**config.mk**
```make
export PLATFORM = sky130hd
export DESIGN_NAME = pio_port
export DESIGN_NICKNAME = d
export VERILOG_FILES = /design/src/hw/pio_pkg.sv /design/src/hw/pio_edge_det.sv /design/src/hw/pio_port.sv
export SDC_FILE = /design/constraint.sdc
export NUM_CORES = 1
export LEC_CHECK = 0
export ABC_CLOCK_PERIOD_IN_PS = 1200
export BUFFER_PORTS_ARGS = -buffer_cell sky130_fd_sc_hd__buf_2
export CAP_MARGIN = 20
export CORE_UTILIZATION = 53
export DETAILED_ROUTE_END_ITERATION = 12
export GPL_TIMING_DRIVEN = 0
export PLACE_DENSITY = 0.79
export SYNTH_ARGS = -nofsm -noshare
export SYNTH_HDL_FRONTEND = slang
export SYNTH_SLANG_ARGS = --single-unit
```
**constraint.sdc**
```tcl
create_clock -name clk_sys_i -period 1.2 [get_ports clk_sys_i]
set_input_delay 0.24 -clock clk_sys_i [delete_from_list [all_inputs] [get_ports clk_sys_i]]
set_output_delay 0.24 -clock clk_sys_i [all_outputs]
set_load 0.02 [all_outputs]
```
**src/hw/pio_pkg.sv**
```systemverilog
// package for the two port units: register fields, reset values, carriers
// assumes one core clock and a synchronous active-low reset
package pio_pkg;

	// mode register and data latch reset values
	localparam logic [7:0] PIO_BIDIR_MODE_RST  = 8'hff;
	localparam logic [7:0] PIO_FIXED_MODE_RST  = 8'h00;
	localparam logic [7:0] PIO_PCFG_RST        = 8'h00;
	localparam logic [7:0] PIO_STOP_RCV_RST    = 8'h00;
	localparam logic [7:0] PIO_WDOG_RST        = 8'h00;
	localparam logic [7:0] PIO_DATA_RST        = 8'h00;
	localparam logic [3:0] PIO_FIXED_OUT_RST   = 4'h0;

	// fixed_port_mode_reg fields
	localparam int PIO_FM_PUSH_PULL = 0;
	localparam int PIO_FM_ANALOG    = 1;
	localparam int PIO_FM_HS_BIDIR  = 2;
	localparam int PIO_FM_HS_P0     = 3;
	localparam int PIO_FM_HS_P1     = 4;
	localparam int PIO_FM_TOUT_EN   = 5;

	// port_config_reg fields
	localparam int PIO_PC_CMP_OUT   = 0;
	localparam int PIO_PC_EMI_BIDIR = 1;
	localparam int PIO_PC_EMI_FIXED = 2;

	// bidir port line whose direction sets handshake direction
	localparam int PIO_HS_DIR_BIT   = 7;

	// edge select codes for input lines 1 and 2
	localparam logic [1:0] PIO_ES_FF = 2'b00;
	localparam logic [1:0] PIO_ES_FR = 2'b01;
	localparam logic [1:0] PIO_ES_RF = 2'b10;
	localparam logic [1:0] PIO_ES_BB = 2'b11;

	// request line numbers
	localparam int PIO_RQ_ZERO  = 0;
	localparam int PIO_RQ_ONE   = 1;
	localparam int PIO_RQ_TWO   = 2;
	localparam int PIO_RQ_THREE = 3;

	// mode register write carrier
	typedef struct packed {
		logic       bidir_we;
		logic       fixed_we;
		logic       pcfg_we;
		logic       stop_we;
		logic       wdog_we;
		logic [7:0] data;
	} pio_mode_wr_t;

	// held mode registers
	typedef struct packed {
		logic [7:0] bidir_port_mode_reg;
		logic [7:0] fixed_port_mode_reg;
		logic [7:0] port_config_reg;
		logic [7:0] stop_recovery_reg;
		logic [7:0] watchdog_mode_reg;
	} pio_modes_t;

	// handshake state of the bidirectional port
	typedef enum logic [1:0] {
		PIO_HS_IDLE = 2'b00,
		PIO_HS_LOAD = 2'b01,
		PIO_HS_SEND = 2'b10,
		PIO_HS_FULL = 2'b11
	} pio_hs_state_t;

endpackage : pio_pkg

```
**src/hw/pio_edge_det.sv**
```systemverilog
// two-stage synchroniser plus edge detector for a group of input lines
// assumes inputs may be asynchronous to clk_sys_i
`timescale 1ns/1ps
module pio_edge_det #(
	parameter int WIDTH = 4
) (
	// clock and reset
	input  wire logic             clk_sys_i,
	input  wire logic             rst_n_i,
	// raw lines
	input  wire logic [WIDTH-1:0] din_i,
	// synchronised level and one-cycle edges
	output logic      [WIDTH-1:0] lvl_o,
	output logic      [WIDTH-1:0] rise_o,
	output logic      [WIDTH-1:0] fall_o
);

	logic [WIDTH-1:0] meta_r;
	logic [WIDTH-1:0] sync_r;
	logic [WIDTH-1:0] prev_r;
	logic [2:0]       arm_r;

	// only sync_r looks at meta_r
	always_ff @(posedge clk_sys_i) begin
		if (!rst_n_i) begin
			meta_r <= '0;
			sync_r <= '0;
			prev_r <= '0;
			arm_r  <= '0;
		end else begin
			meta_r <= din_i;
			sync_r <= meta_r;
			prev_r <= sync_r;
			arm_r  <= {arm_r[1:0], 1'b1};
		end
	end

	// edges from settled stages, held off until both carry real levels
	assign lvl_o  = sync_r;
	assign rise_o = sync_r & ~prev_r & {WIDTH{arm_r[2]}};
	assign fall_o = ~sync_r & prev_r & {WIDTH{arm_r[2]}};

endmodule : pio_edge_det

```
**src/hw/pio_port.sv**
```systemverilog
// bidirectional 8-line port and fixed 4-in/4-out port with side functions
// assumes mode writes and data strobes come synchronous from the core
`timescale 1ns/1ps
module pio_port
	import pio_pkg::*;
(
	// clock and reset
	input  wire logic         clk_sys_i,
	input  wire logic         rst_n_i,
	// stop-mode recovery event
	input  wire logic         stop_rcv_i,
	// mode register writes and edge select
	input  wire pio_mode_wr_t mode_wr_i,
	input  wire logic [1:0]   edge_sel_i,
	// core data access
	input  wire logic         bidir_wr_i,
	input  wire logic [7:0]   bidir_wdata_i,
	input  wire logic         bidir_rd_i,
	input  wire logic         fixed_wr_i,
	input  wire logic [3:0]   fixed_wdata_i,
	// bidirectional port pins
	input  wire logic [7:0]   bidir_pin_i,
	output logic      [7:0]   bidir_pin_o,
	output logic      [7:0]   bidir_pin_oe_o,
	// fixed port pins: inputs lines 3..0, outputs lines 7..4
	input  wire logic [3:0]   fixed_pin_i,
	output logic      [3:0]   fixed_pin_o,
	// comparator macro
	input  wire logic [1:0]   cmp_result_i,
	output logic              cmp_en_o,
	// timer and other port handshake
	input  wire logic         tmr_out_i,
	output logic              tmr_in_o,
	input  wire logic         p0_hs_out_i,
	input  wire logic         p1_hs_out_i,
	output logic              p0_hs_in_o,
	output logic              p1_hs_in_o,
	// drive strength and status
	output logic              emi_bidir_o,
	output logic              emi_fixed_o,
	output logic      [3:0]   irq_o,
	output logic      [7:0]   bidir_rdata_o,
	output logic      [7:0]   fixed_rdata_o,
	output logic              hs_busy_o,
	output pio_modes_t        modes_o
);

	logic [7:0] bd_lvl;
	logic [3:0] fx_lvl;
	logic [3:0] fx_rise;
	logic [3:0] fx_fall;
	logic [1:0] cmp_lvl;
	logic [1:0] cmp_rise;
	logic [1:0] cmp_fall;

	// synchronisers for every port input
	pio_edge_det #(.WIDTH(8)) u_bidir_sync (
		.clk_sys_i (clk_sys_i),
		.rst_n_i   (rst_n_i),
		.din_i     (bidir_pin_i),
		.lvl_o     (bd_lvl),
		.rise_o    (),
		.fall_o    ()
	);
	pio_edge_det #(.WIDTH(4)) u_fixed_sync (
		.clk_sys_i (clk_sys_i),
		.rst_n_i   (rst_n_i),
		.din_i     (fixed_pin_i),
		.lvl_o     (fx_lvl),
		.rise_o    (fx_rise),
		.fall_o    (fx_fall)
	);
	pio_edge_det #(.WIDTH(2)) u_cmp_sync (
		.clk_sys_i (clk_sys_i),
		.rst_n_i   (rst_n_i),
		.din_i     (cmp_result_i),
		.lvl_o     (cmp_lvl),
		.rise_o    (cmp_rise),
		.fall_o    (cmp_fall)
	);

	// mode registers
	pio_modes_t modes_r;
	pio_modes_t modes_nxt;

	always_comb begin
		modes_nxt = modes_r;
		if (mode_wr_i.bidir_we)
			modes_nxt.bidir_port_mode_reg = mode_wr_i.data;
		if (mode_wr_i.fixed_we)
			modes_nxt.fixed_port_mode_reg = mode_wr_i.data;
		if (mode_wr_i.pcfg_we)
			modes_nxt.port_config_reg = mode_wr_i.data;
		if (mode_wr_i.stop_we)
			modes_nxt.stop_recovery_reg = mode_wr_i.data;
		if (mode_wr_i.wdog_we)
			modes_nxt.watchdog_mode_reg = mode_wr_i.data;
	end

	// only the reset reloads them, stop recovery leaves them alone
	always_ff @(posedge clk_sys_i) begin
		if (!rst_n_i) begin
			modes_r.bidir_port_mode_reg <= PIO_BIDIR_MODE_RST;
			modes_r.fixed_port_mode_reg <= PIO_FIXED_MODE_RST;
			modes_r.port_config_reg     <= PIO_PCFG_RST;
			modes_r.stop_recovery_reg   <= PIO_STOP_RCV_RST;
			modes_r.watchdog_mode_reg   <= PIO_WDOG_RST;
		end else begin
			modes_r <= modes_nxt;
		end
	end

	// decoded mode bits
	logic [7:0] fm;
	logic       analog;
	logic       hs_bd_en;
	logic       hs_dir_out;
	logic       cmp_route;
	assign fm         = modes_r.fixed_port_mode_reg;
	assign analog     = fm[PIO_FM_ANALOG];
	assign hs_bd_en   = fm[PIO_FM_HS_BIDIR];
	assign hs_dir_out = ~modes_r.bidir_port_mode_reg[PIO_HS_DIR_BIT];
	assign cmp_route  = analog & modes_r.port_config_reg[PIO_PC_CMP_OUT];

	// handshake state for the bidirectional port
	pio_hs_state_t hs_r;
	pio_hs_state_t hs_nxt;
	logic [7:0]    bd_out_r;
	logic [7:0]    bd_out_nxt;
	logic [7:0]    bd_cap_r;
	logic [7:0]    bd_cap_nxt;
	logic [3:0]    fx_out_r;
	logic [3:0]    fx_out_nxt;
	logic          hs_dav_in;
	logic          hs_rdy_in;

	// line 1 carries the far side's strobe in both directions
	assign hs_dav_in = fx_fall[1];
	assign hs_rdy_in = ~fx_lvl[1];

	always_comb begin
		hs_nxt     = hs_r;
		bd_out_nxt = bd_out_r;
		bd_cap_nxt = bd_cap_r;
		fx_out_nxt = fx_out_r;
		if (fixed_wr_i)
			fx_out_nxt = fixed_wdata_i;
		unique case (hs_r)
			PIO_HS_IDLE: begin
				if (bidir_wr_i)
					bd_out_nxt = bidir_wdata_i;
				if (hs_bd_en && hs_dir_out && bidir_wr_i)
					hs_nxt = PIO_HS_LOAD;
				else if (hs_bd_en && !hs_dir_out && hs_dav_in) begin
					bd_cap_nxt = bd_lvl;
					hs_nxt     = PIO_HS_FULL;
				end
			end
			PIO_HS_LOAD: begin
				hs_nxt = PIO_HS_SEND; // data settles a cycle first
			end
			PIO_HS_SEND: begin
				if (hs_rdy_in)
					hs_nxt = PIO_HS_IDLE;
			end
			PIO_HS_FULL: begin
				if (bidir_rd_i && fx_lvl[1])
					hs_nxt = PIO_HS_IDLE;
			end
		endcase
		if (stop_rcv_i || !hs_bd_en)
			hs_nxt = PIO_HS_IDLE;
	end

	always_ff @(posedge clk_sys_i) begin
		if (!rst_n_i) begin
			hs_r     <= PIO_HS_IDLE;
			bd_out_r <= PIO_DATA_RST;
			bd_cap_r <= PIO_DATA_RST;
			fx_out_r <= PIO_FIXED_OUT_RST;
		end else begin
			hs_r     <= hs_nxt;
			bd_out_r <= bd_out_nxt;
			bd_cap_r <= bd_cap_nxt;
			fx_out_r <= fx_out_nxt;
		end
	end

	// pin, request and status next values
	logic [7:0] bd_pin_nxt;
	logic [7:0] bd_oe_nxt;
	logic [3:0] fx_pin_nxt;
	logic [3:0] irq_nxt;
	logic [7:0] bd_rd_nxt;
	logic [7:0] fx_rd_nxt;
	logic       rise_a;
	logic       fall_a;
	logic       rise_b;
	logic       fall_b;
	logic       hs_strobe;

	always_comb begin
		// output lines drive (open drain: only when low), input lines float
		bd_pin_nxt = bd_out_r;
		for (int i = 0; i < 8; i++) begin
			bd_oe_nxt[i] = ~modes_r.bidir_port_mode_reg[i] &
				(fm[PIO_FM_PUSH_PULL] | ~bd_out_r[i]);
		end
		// dav low while sending, ready low while full
		hs_strobe = ~((hs_r == PIO_HS_SEND) || (hs_r == PIO_HS_FULL));
		// fixed outputs, always driven push-pull
		fx_pin_nxt = fx_out_r;
		if (fm[PIO_FM_HS_P1])
			fx_pin_nxt[0] = p1_hs_out_i;
		if (cmp_route)
			fx_pin_nxt[0] = cmp_lvl[0];
		if (fm[PIO_FM_HS_P0])
			fx_pin_nxt[1] = p0_hs_out_i;
		if (fm[PIO_FM_TOUT_EN])
			fx_pin_nxt[2] = tmr_out_i;
		if (hs_bd_en)
			fx_pin_nxt[2] = hs_strobe;
		if (cmp_route)
			fx_pin_nxt[3] = cmp_lvl[1];
		// sources of lines 1 and 2 switch to comparators in analog mode
		rise_a = analog ? cmp_rise[0] : fx_rise[1];
		fall_a = analog ? cmp_fall[0] : fx_fall[1];
		rise_b = analog ? cmp_rise[1] : fx_rise[2];
		fall_b = analog ? cmp_fall[1] : fx_fall[2];
		irq_nxt = 4'h0;
		irq_nxt[PIO_RQ_THREE] = fx_fall[0];
		irq_nxt[PIO_RQ_ONE]   = fx_fall[3];
		unique case (edge_sel_i)
			PIO_ES_FF: begin
				irq_nxt[PIO_RQ_TWO]  = fall_a;
				irq_nxt[PIO_RQ_ZERO] = fall_b;
			end
			PIO_ES_FR: begin
				irq_nxt[PIO_RQ_TWO]  = fall_a;
				irq_nxt[PIO_RQ_ZERO] = rise_b;
			end
			PIO_ES_RF: begin
				irq_nxt[PIO_RQ_TWO]  = rise_a;
				irq_nxt[PIO_RQ_ZERO] = fall_b;
			end
			PIO_ES_BB: begin
				irq_nxt[PIO_RQ_TWO]  = rise_a | fall_a;
				irq_nxt[PIO_RQ_ZERO] = rise_b | fall_b;
			end
		endcase
		// read back: inputs from pins (captured byte in input handshake), outputs from latches
		for (int i = 0; i < 8; i++) begin
			bd_rd_nxt[i] = modes_r.bidir_port_mode_reg[i] ?
				bd_lvl[i] : bd_out_r[i];
		end
		if (hs_bd_en && !hs_dir_out)
			bd_rd_nxt = bd_cap_r;
		fx_rd_nxt = {fx_out_r, fx_lvl};
		if (analog)
			fx_rd_nxt[2:1] = cmp_lvl;
	end

	// every top output registered
	always_ff @(posedge clk_sys_i) begin
		if (!rst_n_i) begin
			bidir_pin_o    <= PIO_DATA_RST;
			bidir_pin_oe_o <= 8'h00;
			fixed_pin_o    <= PIO_FIXED_OUT_RST;
			cmp_en_o       <= 1'b0;
			tmr_in_o       <= 1'b0;
			p0_hs_in_o     <= 1'b0;
			p1_hs_in_o     <= 1'b0;
			emi_bidir_o    <= 1'b0;
			emi_fixed_o    <= 1'b0;
			irq_o          <= 4'h0;
			bidir_rdata_o  <= PIO_DATA_RST;
			fixed_rdata_o  <= PIO_DATA_RST;
			hs_busy_o      <= 1'b0;
			modes_o.bidir_port_mode_reg <= PIO_BIDIR_MODE_RST;
			modes_o.fixed_port_mode_reg <= PIO_FIXED_MODE_RST;
			modes_o.port_config_reg     <= PIO_PCFG_RST;
			modes_o.stop_recovery_reg   <= PIO_STOP_RCV_RST;
			modes_o.watchdog_mode_reg   <= PIO_WDOG_RST;
		end else begin
			bidir_pin_o    <= bd_pin_nxt;
			bidir_pin_oe_o <= bd_oe_nxt;
			fixed_pin_o    <= fx_pin_nxt;
			cmp_en_o       <= analog;
			tmr_in_o       <= fx_lvl[1];
			p0_hs_in_o     <= fx_lvl[2];
			p1_hs_in_o     <= fx_lvl[3];
			emi_bidir_o    <= modes_r.port_config_reg[PIO_PC_EMI_BIDIR];
			emi_fixed_o    <= modes_r.port_config_reg[PIO_PC_EMI_FIXED];
			irq_o          <= stop_rcv_i ? 4'h0 : irq_nxt;
			bidir_rdata_o  <= bd_rd_nxt;
			fixed_rdata_o  <= fx_rd_nxt;
			hs_busy_o      <= (hs_r != PIO_HS_IDLE);
			modes_o        <= modes_r;
		end
	end

endmodule : pio_port

```
==> metrics.md, run 1 <==
| Metric | Value |
|---|---|
| Synth area leaders | `dfxtp_1, mux2i_1, and2_1` |
| Commonest cells in the netlist | `dfxtp_1, and2_1, mux2i_1` |
| First-pass GRT wire length | `22.2 mm` |
| Min Tclk post-route | `1.34 ns` |
| CTS tree | `done` |
| Most flop-heavy register | `modes_o` |
| Ant diodes | `0` |
| Post-synth ARST share | `0` |
| Most numerous cell in the Yosys netlist | `dfxtp_1` |
| Peak supply drop | `between 1500 and 2000 µV` |
| Initial DRC count | `219` |
| Largest net degree at the start of global routing | `17` |
| Routed vias/inst | `5.03` |
| Clock root cell | `clkbuf_8` |
| H-tree depth | `4` |
| Worst setup margin | `-0.138 ns` |
| Crit path required time | `about 0.96 ns` |
| Cell variety after synth | `33` |
| GRT overflow | `0` |
| Final count of negative-setup-slack endpoints | `88` |
| Worst path arrival time | `~1.1 ns` |
| Slew margin rel. | `0.603` |
| Fillers | `664` |
| Initial core utilization | `0.543` |
| Critical Path Sink Type | `output pin` |
| Fmax | `748 MHz` |
| IO Port Bufs | `130` |
| Multi-input gate area | `2160 µm²` |
| Slew @ Worst Pin | `between 0.5 and 0.6 ns` |
| CP Max Fanout | `2` |
| YS warnings | `0` |
| Gpl congestion | `approximately 0.8` |
| Max-cap violations | `0` |
| Vias in the first global route | `4305` |
| Biggest regs | `modes_o x40, modes_r x32` |
| I/O pin count | `137` |
| Failing checks | `negative setup slack` |
| Sequential share of the synthesized area | `0.606` |
| Synth top area share | `0.606` |
| CTS sink cnt | `178` |
| Layout Skew | `0.00890 ns` |
| DRC Markers | `0` |
| Post-Syn Area | `5880 µm²` |
| Max reg flops | `40` |
| Setup crit start kind | `register` |
| Num rows | `38` |
| Detailed placer's ending HPWL | `between 8 and 9 mm` |
| Area leader, netlist | `dfxtp_1` |
| Syn_nets | `564` |
| Via count | `approximately 4300` |
| Ys flop type | `dfxtp_1` |
| Crit Path Class | `reg2out` |
| Status | `complete, but fails checks` |
| Drt wl/cell | `17.6 µm` |
| Layout cell share with drive strength beyond 1 | `0.408` |
| GRT Overall Usage | `0.264` |
| Final Hold Viols | `0` |
| CTS buffer count | `17` |
| Post-Syn Instances | `a little over 500` |
| Drt pass-1 iters | `4` |
| Nets | `748` |
| Core Region | `10800 µm²` |
| Longest Clk Path Bufs | `2` |
| Drt total wl | `14.9 mm` |
| Number of synthesized flops with an enable pin | `0` |
| Cell area after layout | `8370 µm²` |
| Unrepaired setup endpoints after global routing | `yes` |
| Die Ht | `107 µm` |
| Synthesis-to-layout area growth | `42.2%` |
| Worst hold path type | `in2reg` |
| Clock Latency Late Sink | `0.53 ns` |
| Worst-path clk slew | `0.06 ns` |
| Power Density | `1570 nW/µm²` |
| Cell Area, Placed | `6710 µm²` |
| Reg area | `3680 µm²` |
| Leakage power | `3.84 nW` |
| Final Max Slew Viols | `0` |
| Initial antenna violation count | `1` |
| Post-route ant nets | `0` |
| Synthesized flop and latch total | `178` |
| Die width | `~110 µm` |
| Period utilisation layout | `1.11` |
| Pre-CTS setup slack | `-0.393 ns` |
| Syn avg cell area | `~11 µm²` |
| Die area | `11500 µm²` |
[where the power goes]
group / internal (mW) / leakage (nW) / switching, mW
logic: 0.611 / 2.06 / 0.582
registers: 6.19 / 1.49 / 0.161
clock network: 3.29 / 0.292 / 2.26
[critical path, stage by stage, from the launching register on]
cell,delay [ns]
dfxtp_2,0.34
buf_6,0.11
buf_6,0.12
[path summary, 6_finish.rpt]
path	from	end	slack, ns	cells past startpoint
worst min-delay path	bidir_wdata_i[0]	bd_out_r[0]	0.03	3
worst min register to register	u_fixed_sync.lvl_o[0]	irq_o[3]	0.41	1
worst max register to register	u_fixed_sync.lvl_o[1]	bd_cap_r[4]	0	3
worst max-delay path	modes_o[18]	modes_o[18]	-0.14	2
[kinds of logic after synthesis]
logic type	count (synthesis)	synth area share
flops	178	0.606
compound gates	31	0.0402
mux	74	0.126
simple gates	191	0.194
buf+inv	40	0.0338
[timing repair]
action	in CTS	in global routing
resized for setup	264	17
pin swaps	3	2
endpoints found under the hold margin	29	0
setup buffers	2	5
endpoints found under the setup margin	111	110
hold buffers	29	0
[metrics by stage]
stage                     std cells  utilization  power [mW]  hold WS (ns)  TNS, ns
after floorplan                 514            -        7.00         0.268        0
after global placement          784        0.619        7.33         0.371   -17.82
after detailed placement        784        0.619        7.36         0.379   -19.13
after CTS                       846        0.764        13.1        0.0107    -3.31
after global routing            851        0.772        13.5       0.00256    -4.65
final                           851        0.772        13.1        0.0298    -1.85
[cell usage in the layout, fill, tap and decap left out, drive strengths merged]
cell / n
and3b: 4
mux2: 2
mux2i: 72
a221oi: 1
and2: 79
dfxtp: 178
nand2: 39
o211a: 10
clkbuf: 38
dlygate4sd3: 29
a22o: 1
nand2b: 7
o22ai: 1
buf: 153
o211ai: 1
or3b: 1
bufinv: 3
a21boi: 1
a211oi: 1
clkinv: 5
nand3b: 2
nor3b: 7
nor2b: 48
a21oi: 11
nor2: 1
nand4: 1
a311o: 1
a311oi: 1
inv: 7
o21ai: 2
nand3: 2
clkinvlp: 2
[area by class of cell]
cell class,count,share of cell area
inverters,5,0.00224
well taps,140,0.0209
multi-input cells,296,0.258
plain buffers,34,0.0238
clock inverters,12,0.0185
flip-flops and latches,178,0.440
repair buffers,166,0.184
clock buffers,20,0.0532
[per-layer routing]
layer,track usage,share of wire,vias to the layer above
met5,0,0,-
met2,0.479,0.53,150
met1,0.290,0.40,2064
li1,-,-,2041
met3,0.0702,0.052,23
met4,0.110,0.022,0
(Power assumes the default switching activity.)
==> run 2: changes to the inputs <==
Settings changed: CORE_ASPECT_RATIO set to 0.5.
==> metrics.md, run 2 (synthesis gave the netlist of run 1 again) <==
| Metric | Value |
|---|---|
| Status | `complete, but fails checks` |
| Failing checks | `negative setup slack` |
| CTS buffer count | `17` |
| Min Tclk post-route | `1.21 ns` |
| Power Density | `1760 nW/µm²` |
| Synthesis-to-layout area growth | `26.3%` |
| Critical path, cell by cell | `buf_6 > nor3b_2 > buf_6 > mux2i_1 > nor2b_1` |
| IO Port Bufs | `130` |
| Reg2reg end | `bd_out_r[7]` |
| Initial core utilization | `0.560` |
| Setup crit start kind | `register` |
| Die Ht | `76.5 µm` |
| Via count | `3922` |
| Commonest non-fill, non-tap cell in the layout | `dfxtp_1` |
| Die area | `~12000 µm²` |
| Final Max Slew Viols | `0` |
| Hold Crit Start | `stop_rcv_i` |
| Max reg flops | `40` |
| Clock root cell | `clkbuf_16` |
| Pre-CTS setup slack | `-0.363 ns` |
| H-tree depth | `4` |
| I/O pin count | `137` |
| Num rows | `26` |
| Critical Path Sink Type | `register` |
| Detailed placer's ending HPWL | `8.50 mm` |
| CP Max Fanout | `8` |
| Die width | `151 µm` |
| Reg area | `3570 µm²` |
| Drt total wl | `about 13 mm` |
| Layout cell share with drive strength beyond 1 | `0.302` |
| Slew @ Worst Pin | `0.574 ns` |
| DRC Markers | `0` |
| Max-cap violations | `0` |
| Peak supply drop | `1100 µV` |
| Largest net degree at the start of global routing | `18` |
| Clock Latency Late Sink | `between 0.4 and 0.5 ns` |
| Highest-count cells in the layout ignoring fill and taps | `dfxtp_1, buf_2, and2_1` |
| Biggest regs | `modes_o x40, modes_r x32` |
| Worst hold path type | `in2reg` |
| Crit path required time | `1.51 ns` |
| Drt pass-1 iters | `4` |
| Initial DRC count | `213` |
| Fmax | `824 MHz` |
| Crit Path Class | `reg2reg` |
| Unrepaired setup endpoints after global routing | `yes` |
| Period utilisation layout | `1.01` |
| Nets | `just over 700` |
| R2R depth | `5` |
| Most flop-heavy register | `modes_o` |
| Leakage power | `around 3.6 nW` |
| Worst reg-to-reg setup slack | `-0.01 ns` |
| Longest Clk Path Bufs | `2` |
| Ant diodes | `0` |
| Worst path arrival time | `1.52 ns` |
| GRT overflow | `0` |
| Min-Delay Endpoint | `hs_r[0]` |
| Multi-input gate area | `2130 µm²` |
| Fillers | `770` |
| Initial antenna violation count | `0` |
| Reg2reg start | `hs_r[1]` |
| Final Hold Viols | `0` |
| Slowest cell on crit path | `dfxtp_1` |
| Layout Skew | `0.00806 ns` |
| Gpl congestion | `0.812` |
| Vias in the first global route | `around 3700` |
| Worst setup margin | `-0.0141 ns` |
| Crit-path most repeated cell | `buf_6` |
| GRT Overall Usage | `0.224` |
| Setup Total Neg Slack | `-0.0141 ns` |
| Hold Crit Depth | `2` |
| Slew margin rel. | `0.617` |
| Worst-path clk slew | `0.07 ns` |
| Drt wl/cell | `15.3 µm` |
| CTS sink cnt | `178` |
| First-pass GRT wire length | `roughly 19 mm` |
| Routed vias/inst | `4.79` |
| Core Region | `10500 µm²` |
| CTS tree | `done` |
| Final count of negative-setup-slack endpoints | `1` |
| CP max stage delay | `0.31 ns` |
| Post-route ant nets | `0` |
run 2: cell types whose count changed in the layout (fill, tap and decap cells not counted), sizes merged:
cell,change
dlygate4sd3,-28
buf,-3
clkbuf,-4
clkinv,-3
inv,+5
clkinvlp,+1
run 2: worst max-delay path by stage:
stage                      to  slack (ns)                    from  cells after the start
2_1_floorplan     bd_cap_r[0]        0.03  u_fixed_sync.prev_r[1]                      3
3_3_place_gp      modes_o[21]       -0.35                 rst_n_i                      5
3_5_place_dp   bidir_pin_o[6]       -0.36                 rst_n_i                      5
4_1_cts            p0_hs_in_o      0.0007  u_fixed_sync.prev_r[2]                      1
5_1_grt           bd_out_r[7]       -0.05                 hs_r[1]                      5
6_report          bd_out_r[7]       -0.01                 hs_r[1]                      5
run 2: where the power goes:
group | switching, mW | leakage (nW) | internal, mW
registers | 0.130 | 1.46 | 6.17
clock network | 2.44 | 0.295 | 3.35
logic | 0.535 | 1.83 | 0.419
run 2: area by class of cell:
class / instances / share of cell area
Buffer: 31 / 0.0227
Clock buffer: 17 / 0.0573
Clock inverter: 15 / 0.0264
Inverter: 5 / 0.00253
Multi-Input combinational cell: 296 / 0.286
Sequential cell: 178 / 0.481
Tap cell: 140 / 0.0236
Timing Repair Buffer: 137 / 0.100
run 2: per-layer routing:
metal,GRT usage,vias to the layer above,routed length [µm]
met5,0,-,0
met4,0.0870,0,166
met3,0.0497,15,751
met2,0.343,114,5630
met1,0.306,1818,5970
li1,-,1975,-
run 2: through the flow:
step	cell area [µm²]	utilization	cells	power (mW)	hold slack [ns]
final	7430	0.707	819	13.0	0.0138
after floorplan	5880	-	514	7.00	0.268
after CTS	7360	0.700	813	13.1	0.00976
after global routing	7430	0.707	819	13.5	0.00750
after detailed placement	6710	0.638	784	7.36	0.365
after global placement	6710	0.638	784	7.33	0.355
run 2: worst max-delay path, delay by kind of cell (launching register included):
family,cells,cell delay [ns]
buf+inv,2,0.32
flops,1,0.31
mux,1,0.23
simple gates,2,0.26
run 2: repair_timing:
action,4_1_cts,5_1_grt
hold buffers,1,0
hold endpoints to repair,1,0
setup buffers,0,5
cloned,0,1
pin swaps,1,1
resized for setup,19,16
setup endpoints to repair,25,35
==> run 3: changes to the inputs <==
==> constraint.sdc (replaced) <==
create_clock -name clk_sys_i -period 1.2 [get_ports clk_sys_i]
set_input_delay 0.12 -clock clk_sys_i [delete_from_list [all_inputs] [get_ports clk_sys_i]]
set_output_delay 0.12 -clock clk_sys_i [all_outputs]
set_load 0.02 [all_outputs]
==> metrics.md, run 3 (synthesis gave the netlist of run 1 again) <==
| Metric | Value |
|---|---|
| Nets | `749` |
| Worst hold path type | `in2reg` |
| Clock Latency Late Sink | `0.42 ns` |
| Initial antenna violation count | `0` |
| Peak supply drop | `roughly 1100 µV` |
| Gate power share | `0.079` |
| Critical path, cell by cell | `buf_6 > nor3b_2 > buf_6 > mux2i_1 > nor2b_1` |
| Final Hold Viols | `0` |
| Clock root cell | `clkbuf_16` |
| Detailed placer's ending HPWL | `8.50 mm` |
| Crit Path Class | `reg2reg` |
| Layout Skew | `0.00751 ns` |
| Setup crit start kind | `register` |
| H-tree depth | `4` |
| Pwr Total | `13.1 mW` |
| Power Density | `~1700 nW/µm²` |
| Worst path arrival time | `1.53 ns` |
| Drt total wl | `13.2 mm` |
| Core Region | `10500 µm²` |
| Crit-path most repeated cell | `buf_6` |
| Vias in the first global route | `3916` |
| Ant diodes | `0` |
| Gpl congestion | `around 0.81` |
| Worst-path clk slew | `0.07 ns` |
| First-pass GRT wire length | `19.9 mm` |
| Crit path required time | `1.51 ns` |
| Die area | `11500 µm²` |
| Initial core utilization | `0.560` |
| Seq pwr share | `0.480` |
| IO Port Bufs | `130` |
| Net switching fraction of the power | `0.239` |
| Max reg flops | `40` |
| Synthesis-to-layout area growth | `31.0%` |
| Unrepaired setup endpoints after global routing | `yes` |
| Period utilisation layout | `1.01` |
| Final Max Slew Viols | `0` |
| GRT Overall Usage | `0.232` |
| Max-cap violations | `0` |
| Highest-count cells in the layout ignoring fill and taps | `dfxtp_1, buf_2, and2_1` |
| Final count of negative-setup-slack endpoints | `3` |
| CTS tree | `done` |
| Biggest regs | `modes_o x40, modes_r x32` |
| DRC Markers | `0` |
| CTS buffer count | `17` |
| Failing checks | `negative setup slack` |
| Pre-CTS setup slack | `-0.243 ns` |
| Post-route ant nets | `0` |
| I/O pin count | `137` |
| CP max stage delay | `0.31 ns` |
| Slew @ Worst Pin | `0.577 ns` |
| Drt wl/cell | `15.5 µm` |
| Cells after DPL | `784` |
| Drt pass-1 iters | `5` |
| CTS sink cnt | `178` |
| Slowest cell on crit path | `dfxtp_1` |
| Hold Slack | `between 0.02 and 0.03 ns` |
| Routed vias/inst | `4.86` |
| Non-filler instance count after layout | `852` |
| Via count | `4141` |
| Worst setup margin | `-0.0166 ns` |
| Largest net degree at the start of global routing | `18` |
| CP Max Fanout | `8` |
| Setup Total Neg Slack | `-0.0179 ns` |
| Num rows | `26` |
| Die Ht | `~76 µm` |
| Initial DRC count | `approximately 170` |
| Fmax | `just over 800 MHz` |
| Slew margin rel. | `0.615` |
| Cell-internal power | `9.99 mW` |
| Status | `complete, but fails checks` |
| Die width | `approximately 150 µm` |
| Net Switching | `roughly 3.1 mW` |
| Leakage power | `about 3.7 nW` |
| Min Tclk post-route | `about 1.2 ns` |
| Clk pwr share | `0.442` |
| Layout cell share with drive strength beyond 1 | `0.288` |
| Commonest non-fill, non-tap cell in the layout | `dfxtp_1` |
| Longest Clk Path Bufs | `2` |
| Most flop-heavy register | `modes_o` |
| Critical Path Sink Type | `register` |
| GRT overflow | `0` |
## run 3: cell count changes in the layout (fill, tap and decap cells not counted), moves of 2 or more
cell,previous run,this run
dlygate4sd3_1,1,30
buf_4,15,13
dfxtp_2,9,6
buf_6,7,3
dfxtp_1,169,172
buf_2,128,138
## run 3: power groups by stage
stage / combinational (mW) / sequential, mW / clock (mW)
6_report: 1.03 / 6.30 / 5.80
5_1_grt: 1.12 / 6.33 / 6.16
4_1_cts: 1.01 / 6.30 / 5.86
3_5_place_dp: 0.928 / 6.43 / 0
3_3_place_gp: 0.911 / 6.42 / 0
2_1_floorplan: 0.467 / 6.53 / 0
## run 3: repair_timing
| item | CTS | global route |
|---|---|---|
| hold endpoints to repair | 30 | 0 |
| cloned | 0 | 1 |
| setup buffers | 0 | 5 |
| pin swaps | 1 | 1 |
| setup endpoints to repair | 20 | 23 |
| gates resized for setup | 5 | 10 |
| hold buffers | 30 | 0 |
## run 3: metrics by stage
stage          cell area, µm²   util
2_1_floorplan            5880      -
3_3_place_gp             6710  0.638
3_5_place_dp             6710  0.638
4_1_cts                  7640  0.727
5_1_grt                  7700  0.733
6_report                 7700  0.733
## run 3: area by class of cell
cell class | count | area, µm²
clock buffers | 17 | 425
fillers | 737 | 2800
flip-flops and latches | 178 | 3570
clock inverters | 15 | 196
plain buffers | 35 | 198
multi-input cells | 296 | 2130
well taps | 140 | 175
inverters | 5 | 18.8
repair buffers | 166 | 993
## run 3: metal layers
metal	wire length [µm]	global-route usage
met1	6260	0.311
met4	238	0.0970
met2	6030	0.364
met5	0	0
met3	722	0.0491
## run 3: worst max-delay path, delay by kind of cell, from the launching register on
kind	cells	cell delay, ns
and+or+nand+nor	2	0.26
muxes	1	0.22
DFF	1	0.31
buffers and inverters	2	0.32
## run 3: path summary, 6_finish.rpt
kind / start / end / slack (ns) / depth (start not counted)
max: hs_r[1] / bd_out_r[7] / -0.02 / 5
min: mode_wr_i[7] / modes_r[39] / 0.03 / 3
max reg2reg: hs_r[1] / bd_out_r[7] / -0.02 / 5
min reg2reg: u_fixed_sync.lvl_o[3] / irq_o[1] / 0.41 / 1
